**config.mk**
```make
export PLATFORM = sky130hd
export DESIGN_NAME = device_status_lock_regs
export DESIGN_NICKNAME = d
export VERILOG_FILES = /design/src/core/status_lock_pkg.sv /design/src/core/device_status_lock_regs.sv
export VERILOG_INCLUDE_DIRS = /design/src /design/src/core
export SDC_FILE = /design/constraint.sdc
export NUM_CORES = 1
export LEC_CHECK = 0
export BUFFER_PORTS_ARGS = -buffer_cell sky130_fd_sc_hd__buf_2
export CORE_ASPECT_RATIO = 1.5
export CORE_MARGIN = 2
export CORE_UTILIZATION = 46
export CTS_CLUSTER_DIAMETER = 80
export DETAILED_ROUTE_END_ITERATION = 10
export PLACE_DENSITY = 0.84
export SLEW_MARGIN = 20
export SYNTH_ARGS = -nofsm -noshare
export SYNTH_HDL_FRONTEND = slang
export SYNTH_SLANG_ARGS = --single-unit
```
**constraint.sdc**
```tcl
create_clock -name CLK -period 1.7 [get_ports CLK]
set_input_delay 0.17 -clock CLK [delete_from_list [all_inputs] [get_ports CLK]]
set_output_delay 0.17 -clock CLK [all_outputs]
set_load 0.05 [all_outputs]
```
**src/core/status_lock_params.svh**
```systemverilog
`ifndef STATUS_LOCK_PARAMS_SVH
`define STATUS_LOCK_PARAMS_SVH

// Status register field positions
`define SL_STATE_HI        7
`define SL_STATE_LO        5
`define SL_RESTART_BIT     3
`define SL_CFG_LOCK_BIT    2
`define SL_BIST_LOCK_BIT   1
`define SL_CTRL_LOCK_BIT   0
// Identity register field
`define SL_EXT_SEL_BIT     4
// Keys
`define SL_KEY_AA          8'haa
`define SL_KEY_55          8'h55
// Reset values
`define SL_LOCK_RESET      1'b1
`define SL_RESTART_RESET   1'b0
// Extension delays in ms
`define SL_EXT_LONG_MS     32
`define SL_EXT_SHORT_MS    2
`define SL_CLK_PER_MS      100000

`endif

```
**src/core/status_lock_pkg.sv**
```systemverilog
package status_lock_pkg;
  // Device state codes as reported in the status register
  typedef enum logic [2:0] {
    ST_UNUSED = 3'h0,
    ST_DIAG   = 3'h1,
    ST_ACTIVE = 3'h2,
    ST_SAFE   = 3'h4
  } dev_state_t;

  // Command codes presented by the serial front end
  typedef enum logic [3:0] {
    CMD_NONE,
    CMD_READ_IDENTITY,
    CMD_READ_STATE_LOCKS,
    CMD_SET_RESTART_BLOCK,
    CMD_CLEAR_RESTART_BLOCK,
    CMD_SET_CONFIG_LOCK,
    CMD_CLEAR_CONFIG_LOCK,
    CMD_SET_CONTROL_LOCK,
    CMD_CLEAR_CONTROL_LOCK,
    CMD_WRITE_CONFIG,
    CMD_WRITE_SELFTEST,
    CMD_WRITE_CONTROL
  } cmd_t;

  // Registered state of the block: locks, restart latch, response and pending write
  typedef struct packed {
    logic       cfg_lock;
    logic       bist_lock;
    logic       ctrl_lock;
    logic       restart_block;
    logic       in_reset;
    logic [2:0] prev_state;
    logic [7:0] rdata;
    logic       rvalid;
    logic       wr_cfg;
    logic       wr_bist;
    logic       wr_ctrl;
    logic [7:0] wdata;
  } sl_state_t;
endpackage

```
**src/core/device_status_lock_regs.sv**
```systemverilog
`include "status_lock_params.svh"

module device_status_lock_regs
  import status_lock_pkg::*;
#(
  parameter logic [2:0] ID_HIGH_BITS  = 3'h0,  // Arbitrary neutral option code
  parameter logic [2:0] ID_LOW_BITS   = 3'h0,  // Arbitrary neutral option code
  parameter logic       EXT_SHORT_SEL = 1'b0,
  parameter int         EXT_LONG_CYC  = `SL_EXT_LONG_MS * `SL_CLK_PER_MS,
  parameter int         EXT_SHORT_CYC = `SL_EXT_SHORT_MS * `SL_CLK_PER_MS
) (
  // Clock and power-on reset
  input  wire logic       CLK,
  input  wire logic       RESETN,
  // Device state from the sequencer
  input  wire logic [2:0] DEVICE_STATE_CODE,
  input  wire logic       IN_RESET_STATE,
  input  wire logic       LOGIC_SELFTEST_DONE,
  input  wire logic       REGULATOR_OVERVOLTAGE,
  // Battery-loss marker and latch value kept in the always-on domain
  input  wire logic       BATTERY_LOST,
  input  wire logic       RESTART_BLOCK_KEPT,
  // Command from the serial front end
  input  wire logic       CMD_VALID,
  input  wire logic [3:0] CMD_CODE,
  input  wire logic [7:0] CMD_DATA,
  // Read answer
  output logic            RESP_VALID,
  output logic [7:0]      RESP_DATA,
  // Writes passed to the protected registers
  output logic            CONFIG_WRITE,
  output logic            SELFTEST_WRITE,
  output logic            CONTROL_WRITE,
  output logic [7:0]      WRITE_DATA,
  // Lock and option levels to the rest of the device
  output logic            CONFIG_LOCKED,
  output logic            SELFTEST_LOCKED,
  output logic            CONTROL_LOCKED,
  output logic            AUTO_RESTART_BLOCK,
  output logic [31:0]     RESET_EXTENSION_CYCLES
);

  sl_state_t s_q;
  sl_state_t s_d;
  logic      loaded_q;
  logic      cmd_ok;
  logic      in_dsa;
  logic      was_dsa;
  logic      left_diag;
  logic      left_dsa;
  logic [7:0] identity;
  logic [7:0] status;
  cmd_t      cmd;

  assign cmd = cmd_t'(CMD_CODE);
  assign identity = {ID_HIGH_BITS, EXT_SHORT_SEL, 1'b0, ID_LOW_BITS};
  assign status = {DEVICE_STATE_CODE, 1'b0, s_q.restart_block,
                   s_q.cfg_lock, s_q.bist_lock, s_q.ctrl_lock};
  assign cmd_ok  = CMD_VALID;
  assign in_dsa  = (DEVICE_STATE_CODE == ST_DIAG) || (DEVICE_STATE_CODE == ST_ACTIVE)
                   || (DEVICE_STATE_CODE == ST_SAFE);
  assign was_dsa = (s_q.prev_state == ST_DIAG) || (s_q.prev_state == ST_ACTIVE)
                   || (s_q.prev_state == ST_SAFE);
  assign left_diag = (s_q.prev_state == ST_DIAG) && (DEVICE_STATE_CODE != ST_DIAG);
  assign left_dsa  = was_dsa && (DEVICE_STATE_CODE != s_q.prev_state);

  always_comb begin
    s_d = s_q;
    s_d.rvalid  = 1'b0;
    s_d.wr_cfg  = 1'b0;
    s_d.wr_bist = 1'b0;
    s_d.wr_ctrl = 1'b0;
    s_d.in_reset = IN_RESET_STATE;
    s_d.prev_state = DEVICE_STATE_CODE;
    if (cmd_ok && !IN_RESET_STATE) begin
      unique case (cmd)
        CMD_SET_RESTART_BLOCK: begin
          if (CMD_DATA == `SL_KEY_AA) s_d.restart_block = 1'b1;
        end
        CMD_CLEAR_RESTART_BLOCK: begin
          if (CMD_DATA == `SL_KEY_55) s_d.restart_block = 1'b0;
        end
        CMD_SET_CONFIG_LOCK: begin
          if (CMD_DATA == `SL_KEY_55 && DEVICE_STATE_CODE == ST_DIAG) s_d.cfg_lock = 1'b1;
        end
        CMD_CLEAR_CONFIG_LOCK: begin
          if (CMD_DATA == `SL_KEY_AA && DEVICE_STATE_CODE == ST_DIAG) s_d.cfg_lock = 1'b0;
        end
        CMD_SET_CONTROL_LOCK: begin
          if (CMD_DATA == `SL_KEY_55 && in_dsa) begin
            s_d.bist_lock = 1'b1;
            s_d.ctrl_lock = 1'b1;
          end
        end
        CMD_CLEAR_CONTROL_LOCK: begin
          if (CMD_DATA == `SL_KEY_AA && in_dsa) begin
            s_d.bist_lock = 1'b0;
            s_d.ctrl_lock = 1'b0;
          end
        end
        CMD_WRITE_CONFIG: begin
          s_d.wr_cfg = !s_q.cfg_lock;
          s_d.wdata  = CMD_DATA;
        end
        CMD_WRITE_SELFTEST: begin
          s_d.wr_bist = !s_q.bist_lock;
          s_d.wdata   = CMD_DATA;
        end
        CMD_WRITE_CONTROL: begin
          s_d.wr_ctrl = !s_q.ctrl_lock;
          s_d.wdata   = CMD_DATA;
        end
        CMD_READ_IDENTITY: begin
          s_d.rvalid = 1'b1;
          s_d.rdata  = identity;
        end
        CMD_READ_STATE_LOCKS: begin
          s_d.rvalid = 1'b1;
          s_d.rdata  = status;
        end
        default: begin
        end
      endcase
    end else if (cmd_ok) begin
      s_d.rvalid = 1'b1;
      s_d.rdata  = 8'h00;
    end
    // Hardware set events come after the commands so they win over a same-cycle clear
    if (left_diag || LOGIC_SELFTEST_DONE) begin
      s_d.cfg_lock  = 1'b1;
      s_d.ctrl_lock = 1'b1;
    end
    if (left_dsa || LOGIC_SELFTEST_DONE) s_d.bist_lock = 1'b1;
    if (REGULATOR_OVERVOLTAGE) s_d.restart_block = 1'b1;
    // Latch reload at reset release: kept value ORed with overvoltage, cleared if battery was lost
    if (!loaded_q) s_d.restart_block = BATTERY_LOST ? `SL_RESTART_RESET
                                                    : (RESTART_BLOCK_KEPT | REGULATOR_OVERVOLTAGE);
  end

  // Off state removes power, so RESETN low models the return from it
  always_ff @(posedge CLK or negedge RESETN) begin
    if (!RESETN) begin
      s_q <= '{cfg_lock: `SL_LOCK_RESET, bist_lock: `SL_LOCK_RESET,
               ctrl_lock: `SL_LOCK_RESET, restart_block: `SL_RESTART_RESET,
               in_reset: 1'b1, prev_state: 3'h0, rdata: 8'h00, rvalid: 1'b0,
               wr_cfg: 1'b0, wr_bist: 1'b0, wr_ctrl: 1'b0, wdata: 8'h00};
      loaded_q <= 1'b0;
    end else begin
      s_q <= s_d;
      loaded_q <= 1'b1;
    end
  end

  assign RESP_VALID         = s_q.rvalid;
  assign RESP_DATA          = s_q.rdata;
  assign CONFIG_WRITE       = s_q.wr_cfg;
  assign SELFTEST_WRITE     = s_q.wr_bist;
  assign CONTROL_WRITE      = s_q.wr_ctrl;
  assign WRITE_DATA         = s_q.wdata;
  assign CONFIG_LOCKED      = s_q.cfg_lock;
  assign SELFTEST_LOCKED    = s_q.bist_lock;
  assign CONTROL_LOCKED     = s_q.ctrl_lock;
  // Sequencer uses this on reaching off with wake high
  assign AUTO_RESTART_BLOCK = s_q.restart_block;
  assign RESET_EXTENSION_CYCLES = identity[`SL_EXT_SEL_BIT] ? 32'(EXT_SHORT_CYC)
                                                             : 32'(EXT_LONG_CYC);

  a_reset_zero_read: assert property (@(posedge CLK) disable iff (!RESETN)
    (CMD_VALID && IN_RESET_STATE) |=> (RESP_VALID && RESP_DATA == 8'h00))
    else $error("read in reset state not zero");
  a_ovp_sets_latch: assert property (@(posedge CLK) disable iff (!RESETN)
    (REGULATOR_OVERVOLTAGE && loaded_q) |=> AUTO_RESTART_BLOCK)
    else $error("overvoltage did not set restart latch");
  a_cfg_clear_diag: assert property (@(posedge CLK) disable iff (!RESETN)
    ($fell(CONFIG_LOCKED)) |-> ($past(DEVICE_STATE_CODE) == ST_DIAG && $past(CMD_DATA) == `SL_KEY_AA))
    else $error("config lock cleared outside diagnostic");
  a_cfg_exit_set: assert property (@(posedge CLK) disable iff (!RESETN)
    ($past(DEVICE_STATE_CODE) == ST_DIAG && DEVICE_STATE_CODE != ST_DIAG) |=> CONFIG_LOCKED)
    else $error("config lock not set on diagnostic exit");
  a_locked_write_block: assert property (@(posedge CLK) disable iff (!RESETN)
    (CMD_VALID && cmd == CMD_WRITE_CONTROL && CONTROL_LOCKED) |=> !CONTROL_WRITE)
    else $error("control write passed a set lock");
  a_bist_lock_block: assert property (@(posedge CLK) disable iff (!RESETN)
    (CMD_VALID && cmd == CMD_WRITE_SELFTEST && SELFTEST_LOCKED) |=> !SELFTEST_WRITE)
    else $error("selftest write passed a set lock");
  a_cfg_lock_block: assert property (@(posedge CLK) disable iff (!RESETN)
    (CMD_VALID && cmd == CMD_WRITE_CONFIG && CONFIG_LOCKED) |=> !CONFIG_WRITE)
    else $error("config write passed a set lock");
  a_status_read: assert property (@(posedge CLK) disable iff (!RESETN)
    (CMD_VALID && !IN_RESET_STATE && cmd == CMD_READ_STATE_LOCKS)
    |=> (RESP_VALID && RESP_DATA[7:5] == $past(DEVICE_STATE_CODE)))
    else $error("status read state field wrong");
  a_ctrl_clear_state: assert property (@(posedge CLK) disable iff (!RESETN)
    $fell(CONTROL_LOCKED) |-> ($past(in_dsa) && $past(CMD_DATA) == `SL_KEY_AA))
    else $error("control lock cleared illegally");
  a_ext_select: assert property (@(posedge CLK) disable iff (!RESETN)
    RESET_EXTENSION_CYCLES == (EXT_SHORT_SEL ? EXT_SHORT_CYC : EXT_LONG_CYC))
    else $error("reset extension count mismatch");

  // Keyed restart latch; overvoltage and the reset reload may override a clear
  a_restart_set_key: assert property (@(posedge CLK) disable iff (!RESETN)
    (CMD_VALID && !IN_RESET_STATE && cmd == CMD_SET_RESTART_BLOCK && CMD_DATA == `SL_KEY_AA && loaded_q)
    |=> AUTO_RESTART_BLOCK)
    else $error("restart latch not set by key");

  a_restart_clear_key: assert property (@(posedge CLK) disable iff (!RESETN)
    (CMD_VALID && !IN_RESET_STATE && cmd == CMD_CLEAR_RESTART_BLOCK && CMD_DATA == `SL_KEY_55
     && loaded_q && !REGULATOR_OVERVOLTAGE) |=> !AUTO_RESTART_BLOCK)
    else $error("restart latch not cleared by key");

  a_restart_rise: assert property (@(posedge CLK) disable iff (!RESETN)
    $rose(AUTO_RESTART_BLOCK) |-> ($past(REGULATOR_OVERVOLTAGE) || !$past(loaded_q)
                                   || $past(CMD_DATA) == `SL_KEY_AA))
    else $error("restart latch set without cause");

  // Reload at reset release decides between the kept value and a fresh start
  a_reload_battery_lost: assert property (@(posedge CLK) disable iff (!RESETN)
    (!loaded_q && BATTERY_LOST) |=> !AUTO_RESTART_BLOCK)
    else $error("restart latch kept after battery loss");

  a_reload_kept: assert property (@(posedge CLK) disable iff (!RESETN)
    (!loaded_q && !BATTERY_LOST && RESTART_BLOCK_KEPT) |=> AUTO_RESTART_BLOCK)
    else $error("restart latch lost across reset");

  // Hardware set events
  a_selftest_sets_locks: assert property (@(posedge CLK) disable iff (!RESETN)
    LOGIC_SELFTEST_DONE |=> (CONFIG_LOCKED && SELFTEST_LOCKED && CONTROL_LOCKED))
    else $error("selftest completion did not set locks");

  a_bist_exit_set: assert property (@(posedge CLK) disable iff (!RESETN)
    (loaded_q && $past(DEVICE_STATE_CODE) inside {ST_DIAG, ST_ACTIVE, ST_SAFE}
     && DEVICE_STATE_CODE != $past(DEVICE_STATE_CODE)) |=> SELFTEST_LOCKED)
    else $error("selftest lock not set on state exit");

  a_ctrl_exit_set: assert property (@(posedge CLK) disable iff (!RESETN)
    (loaded_q && $past(DEVICE_STATE_CODE) == ST_DIAG && DEVICE_STATE_CODE != ST_DIAG)
    |=> CONTROL_LOCKED)
    else $error("control lock not set on diagnostic exit");

  // Keyed lock commands
  a_cfg_set_key: assert property (@(posedge CLK) disable iff (!RESETN)
    (CMD_VALID && !IN_RESET_STATE && cmd == CMD_SET_CONFIG_LOCK && CMD_DATA == `SL_KEY_55
     && DEVICE_STATE_CODE == ST_DIAG) |=> CONFIG_LOCKED)
    else $error("config lock not set by key");

  a_cfg_clear_key: assert property (@(posedge CLK) disable iff (!RESETN)
    (CMD_VALID && !IN_RESET_STATE && cmd == CMD_CLEAR_CONFIG_LOCK && CMD_DATA == `SL_KEY_AA
     && DEVICE_STATE_CODE == ST_DIAG && !LOGIC_SELFTEST_DONE) |=> !CONFIG_LOCKED)
    else $error("config lock not cleared by key");

  a_ctrl_set_key: assert property (@(posedge CLK) disable iff (!RESETN)
    (CMD_VALID && !IN_RESET_STATE && cmd == CMD_SET_CONTROL_LOCK && CMD_DATA == `SL_KEY_55 && in_dsa)
    |=> (SELFTEST_LOCKED && CONTROL_LOCKED))
    else $error("control locks not set by key");

  // Leaving diagnostic, active or safe in the same cycle wins over the selftest lock clear; leaving diagnostic or selftest completion wins over both
  a_ctrl_clear_key: assert property (@(posedge CLK) disable iff (!RESETN)
    (CMD_VALID && !IN_RESET_STATE && cmd == CMD_CLEAR_CONTROL_LOCK && CMD_DATA == `SL_KEY_AA
     && in_dsa && loaded_q && DEVICE_STATE_CODE == $past(DEVICE_STATE_CODE) && !LOGIC_SELFTEST_DONE)
    |=> (!SELFTEST_LOCKED && !CONTROL_LOCKED))
    else $error("control locks not cleared by key");

  a_bist_clear_state: assert property (@(posedge CLK) disable iff (!RESETN)
    $fell(SELFTEST_LOCKED) |-> ($past(in_dsa) && $past(CMD_DATA) == `SL_KEY_AA))
    else $error("selftest lock cleared illegally");

  // Writes and reads
  a_cfg_write_pass: assert property (@(posedge CLK) disable iff (!RESETN)
    (CMD_VALID && !IN_RESET_STATE && cmd == CMD_WRITE_CONFIG && !CONFIG_LOCKED)
    |=> (CONFIG_WRITE && WRITE_DATA == $past(CMD_DATA)))
    else $error("unlocked config write not passed");

  a_reset_no_write: assert property (@(posedge CLK) disable iff (!RESETN)
    (CMD_VALID && IN_RESET_STATE) |=> !(CONFIG_WRITE || SELFTEST_WRITE || CONTROL_WRITE))
    else $error("write passed in reset state");

  a_identity_read: assert property (@(posedge CLK) disable iff (!RESETN)
    (CMD_VALID && !IN_RESET_STATE && cmd == CMD_READ_IDENTITY)
    |=> (RESP_VALID && RESP_DATA[`SL_EXT_SEL_BIT] == EXT_SHORT_SEL))
    else $error("identity read wrong");

  a_status_locks: assert property (@(posedge CLK) disable iff (!RESETN)
    (CMD_VALID && !IN_RESET_STATE && cmd == CMD_READ_STATE_LOCKS)
    |=> (RESP_DATA[`SL_CFG_LOCK_BIT] == $past(CONFIG_LOCKED)
         && RESP_DATA[`SL_BIST_LOCK_BIT] == $past(SELFTEST_LOCKED)
         && RESP_DATA[`SL_CTRL_LOCK_BIT] == $past(CONTROL_LOCKED)
         && RESP_DATA[`SL_RESTART_BIT] == $past(AUTO_RESTART_BLOCK)))
    else $error("status read lock bits wrong");

endmodule // device_status_lock_regs

```
Word level (Yosys, flattened, before mapping) --
Cells that the tools add are included.
Word-level totals: flip-flop bits (word level) 28, output and inout port bits 56, word-level logic and storage cells 99
Cells by class: eq/ne operators 32, mux-type cells 24, bitwise logic cells 1, reduce and logical (&&, ||, !) cells 30
Operator list (count):
- $mux 9 | 2
- $ne 3x3->1 const B | 6
- $pmux 9 s2 | 1
- $eq 4x3->1 const B | 4
- $eq 4x4->1 const B | 4
- $reduce_and 4->1 | 4
- $mux 1 | 13
- $mux 11 | 1
- $reduce_bool 3->1 | 3
- $eq 4x2->1 const B | 2
- $eq 8x7->1 const B | 1
- $eq 8x8->1 const B | 1
- $mux 8 | 1
- $ne 4x4->1 const B | 2
- $logic_and 1x1->1 | 7
- $eq 3x1->1 const B | 2
- $eq 3x2->1 const B | 2
- $eq 3x3->1 const B | 2
- $logic_or 1x1->1 | 6
- $ne 3x1->1 const B | 2
- $reduce_bool 2->1 | 3
- $eq 4x1->1 const B | 1
- $logic_not 1->1 | 4
- $mux 2 | 2
- other kinds (9) | 11

Depth between registers and ports, before layout --
word-level depth 9, depth in mapped cells 5

Least setup slack after synthesis --
Ideal clock, no wire load.
kind flip-flop to flip-flop, from reg s_q[22] in the netlist's numbering, to reg s_q, in the netlist SELFTEST_LOCKED, setup time 0.082 ns, arrival 1.401 ns, setup slack 0.217 ns, cell stages (with the launch flop) 5, clock period less this slack 1.483 ns, cell sequence dfrtp_1 -> or4b_1 -> a21oi_1 -> o31ai_1 -> mux2_2
On the way: longest elaborated chain between the ends 7
Ends and longest elaborated chain:
- from (decl) | line device_status_lock_regs.sv:43 | sl_state_t s_q;
- from (signal assigned) | line device_status_lock_regs.sv:143 | s_q <= '{cfg_lock: `SL_LOCK_RESET, bist_lock: `SL_LOCK_RESET,
- $eq 3x1->1 / $eq 3x2->1 (equally long branches) | line device_status_lock_regs.sv:62 | assign was_dsa = (s_q.prev_state == ST_DIAG) || (s_q.prev_state == ST_ACTIVE)
- $logic_or 1x1->1 | line device_status_lock_regs.sv:62
- $logic_or 1x1->1 | line device_status_lock_regs.sv:63 | || (s_q.prev_state == ST_SAFE);
- $logic_and 1x1->1 (*) | line device_status_lock_regs.sv:65 | assign left_dsa = was_dsa && (DEVICE_STATE_CODE != s_q.prev_state);
- $logic_or 1x1->1 (*) | line device_status_lock_regs.sv:133 | if (left_dsa || LOGIC_SELFTEST_DONE) s_d.bist_lock = 1'b1;
- $ne 3x3->1 (no source line), or another cell as far along
- $reduce_and 4->1 (no source line)
Every way passes the cells marked *; elsewhere a longest branch is shown, timed or not. A chain may end at the register's enable or synchronous reset.

Final worst setup path --
Same ends and word-level chain as after synthesis.

==> metrics.csv <==
metric;value;unit
status;completed;
holdBufCountCts;1;
tightestPinTransition;0.5845;ns
clk_latency;0.26;ns
gp_congestion;0.8191;
ys.warnings.count;0;
synthCells;159;
critPathCaptureType;flop;
dp_hpwl;2.311;mm
period_share;0.9354;
start_kind;flop;
hold_viol;0;
finalSetupViolCount;0;
design.die.area;0.004075;mm²
cts_root_buf;clkbuf_8;
wirelength;2.923;mm
layout-drive-gt1-share;0.3586;
p_sw_frac;0.4042;
clk_pin_slew_worst_paths;0.08;ns
power;1.675;mW
cts_buffers;3;
slew_viol_final;0;
cts.sinks;27;
timing.final.crit_period;1.590;ns
dieWidth;52.80;µm
syn_area;0.001643;mm²
fmax;628.9;MHz
cp.arrival;1.79;ns
max-cap-violations;0;
postLayoutCoreUtil;0.5212;
switchingPower;0.6770;mW
drt_iter0_drc;23;
placementRows;26;
start_util;0.4810;
core;0.003416;mm²
grt_pass1_wl;4.581;mm
grt_pass1_vias;1020;
ctsLongestPathBuffers;2;
io_pins;79;
slowest_delay;0.53;ns
grt_max_degree;28;
p_int;0.9980;mW
cp.required;1.90;ns
drt-pass1-iter-count;4;
seqCellArea;679.4;µm²
drtAntennaViolNets;0;
post_drt_wl_per_cell;12.18;µm
power_leakage;0.9007;nW
die_y;77.19;µm
seqPwrFrac;0.436;
io_buffers;45;
peakVddDrop;0.0005939;V
final.setup.tns;0;ns
ys_ff_latch;27;
hold_path_class;input port to flop;
crit_fanout;4;
place_inst;235;
vias;1146;
power_per_cell_area;940.8;mW/mm²
max_slew_margin;0.6103;
fin_cells;240;
nFillCells;342;
multiInputGateArea;704.4;µm²
grt_antenna_before_repair;0;
clockPowerShare;0.209;
h-tree-depth;1;
yosysSeqAreaShare;0.4136;
crit_slowest_cell;or4b_1;
syn_area_per_cell;10.33;µm²
gr-total-overflow;0;
worstPathCellList;or4b_1 > a21oi_1 > o31ai_1 > mux2_2;
drc;0;
fin_nets;222;
antennaDiodeCount;0;
grt_usage;0.1468;
worstSetupPathType;flop to flop;
finClkSkew;0.001662;ns
cts-resized-gates;0;
rsz0062_at_grt;false;
synth.distinct_cells;40;
area_growth;8.378;%
cts_tree;yes;
p_comb_frac;0.355;
vias_per_cell;4.775;
postCtsSetupBuffers;0;
cells in the final DEF, fill, tap and decap left out, types with 2 or more instances in the layout:
| cell type | instances |
|---|---|
| a22o_1 | 7 |
| nor3_1 | 4 |
| nor2b_1 | 2 |
| or4b_1 | 2 |
| nor4bb_1 | 4 |
| buf_4 | 7 |
| conb_1 | 34 |
| dfrtp_1 | 24 |
| inv_1 | 3 |
| o31ai_1 | 2 |
| mux2_2 | 9 |
| nand2b_1 | 3 |
| xor2_1 | 2 |
| dfstp_2 | 3 |
| clkbuf_8 | 3 |
| nand2_1 | 4 |
| o311ai_0 | 2 |
| or3b_1 | 2 |
| buf_2 | 45 |
| nand3b_1 | 2 |
| nor2_1 | 10 |
| a21oi_1 | 3 |
power by group through the flow:
stage	clock (mW)	sequential, mW	combinational (mW)
2_1_floorplan	0	0.753	0.582
4_1_cts	0.362	0.732	0.596
6_report	0.350	0.731	0.594
3_3_place_gp	0	0.743	0.588
3_5_place_dp	0	0.745	0.593
5_1_grt	0.401	0.740	0.623
critical path, delay by kind of cell (launching register included):
family           cells  cell delay (ns)
AO/OA/AOI/OAI        2             0.32
flip-flops           1             0.42
multiplexers         1             0.26
AND/OR/NAND/NOR      1             0.53
layer usage:
layer  up-vias  GRT usage  routed length, µm
met1       529     0.1869               1114
met4         0    0.04615                 34
li1        557          -                  -
met3         2    0.02918                252
met2        58     0.2438               1522
met5         -          0                  0
registers in the layout, summed over array words and instances (netlist names):
name,count
s_q,3
CONFIG_WRITE,1
CONTROL_LOCKED,1
CONFIG_LOCKED,1
SELFTEST_WRITE,1
WRITE_DATA,8
RESP_VALID,1
SELFTEST_LOCKED,1
CONTROL_WRITE,1
loaded_q,1
RESP_DATA,7
AUTO_RESTART_BLOCK,1
area by class of cell:
| type | count | share of cell area |
|---|---|---|
| Timing Repair Buffer | 53 | 0.1616 |
| Tap cell | 42 | 0.02952 |
| Sequential cell | 27 | 0.3816 |
| Clock buffer | 4 | 0.02530 |
| Multi-Input combinational cell | 111 | 0.3956 |
| Inverter | 3 | 0.006325 |
stage by stage:
stage / area [µm²] / setup WS, ns / hold WS (ns)
after global routing: 1780 / 0.01081 / 0.09649
after CTS: 1780 / 0.1072 / 0.09656
after detailed placement: 1725 / 0.02444 / 0.2074
after global placement: 1725 / 0.09069 / 0.2059
final: 1780 / 0.1099 / 0.09849
after floorplan: 1763 / 0.2169 / -0.1256
cells by family after synthesis:
group / count (synthesis) / share of synthesized area
DFF: 27 / 0.4136
other: 2 / 0.004571
AOI/OAI and AO/OA: 24 / 0.1150
and+or+nand+nor: 41 / 0.1577
xor gates and xnor gates: 2 / 0.01066
buffers and inverters: 53 / 0.2308
muxes: 10 / 0.06779
synth_stat cells:
| cell type | instances | area, µm² |
|---|---|---|
| o21ai_0 | 1 | 5.000 |
| a211oi_2 | 1 | 12.51 |
| conb_1 | 2 | 7.510 |
| nor2_2 | 1 | 6.260 |
| dfstp_2 | 3 | 78.83 |
| inv_1 | 3 | 11.26 |
| o21a_1 | 1 | 7.510 |
| dfrtp_1 | 24 | 600.6 |
| o31a_1 | 1 | 8.760 |
| a21boi_1 | 1 | 7.510 |
| nand4b_1 | 1 | 8.760 |
| nor2_1 | 10 | 37.54 |
| o31ai_1 | 2 | 15.01 |
| a22o_1 | 7 | 61.31 |
| nand3b_1 | 2 | 15.01 |
| nor3b_1 | 1 | 7.510 |
| a41o_1 | 1 | 10.01 |
| nand3_1 | 1 | 5.000 |
| nor2b_1 | 2 | 12.51 |
| nor4_2 | 1 | 12.51 |
| o311ai_0 | 2 | 17.52 |
| or4b_1 | 2 | 20.02 |
| nor4_1 | 1 | 6.260 |
| clkbuf_1 | 2 | 7.510 |
| a31o_2 | 1 | 8.760 |
| mux2_2 | 9 | 101.4 |
| or3b_1 | 2 | 17.52 |
| mux2i_1 | 1 | 10.01 |
| nor3_1 | 4 | 20.02 |
| o21bai_1 | 1 | 7.510 |
| and4b_1 | 1 | 10.01 |
| nand2_1 | 4 | 15.01 |
| o211ai_1 | 1 | 7.510 |
| xor2_1 | 2 | 17.52 |
| o21ai_1 | 1 | 5.000 |
| a21oi_1 | 3 | 15.01 |
| nor4bb_1 | 4 | 40.04 |
| nand4_1 | 1 | 6.260 |
| buf_4 | 48 | 360.4 |
| nand2b_1 | 3 | 18.77 |
worst paths after layout:
check,from,endpoint,slack (ns),cells past startpoint
worst max-delay path,s_q[22],SELFTEST_LOCKED,0.11,4
worst min-delay path,DEVICE_STATE_CODE[2],s_q[22],0.1,1
worst max register to register,s_q[22],SELFTEST_LOCKED,0.11,4
worst min register to register,RESP_DATA[7],RESP_DATA[7],0.50,1
max in group asynchronous,RESETN,RESP_DATA[1],0.87,2
min in group asynchronous,RESETN,s_q[22],0.45,2
(Power assumes the default switching activity.)
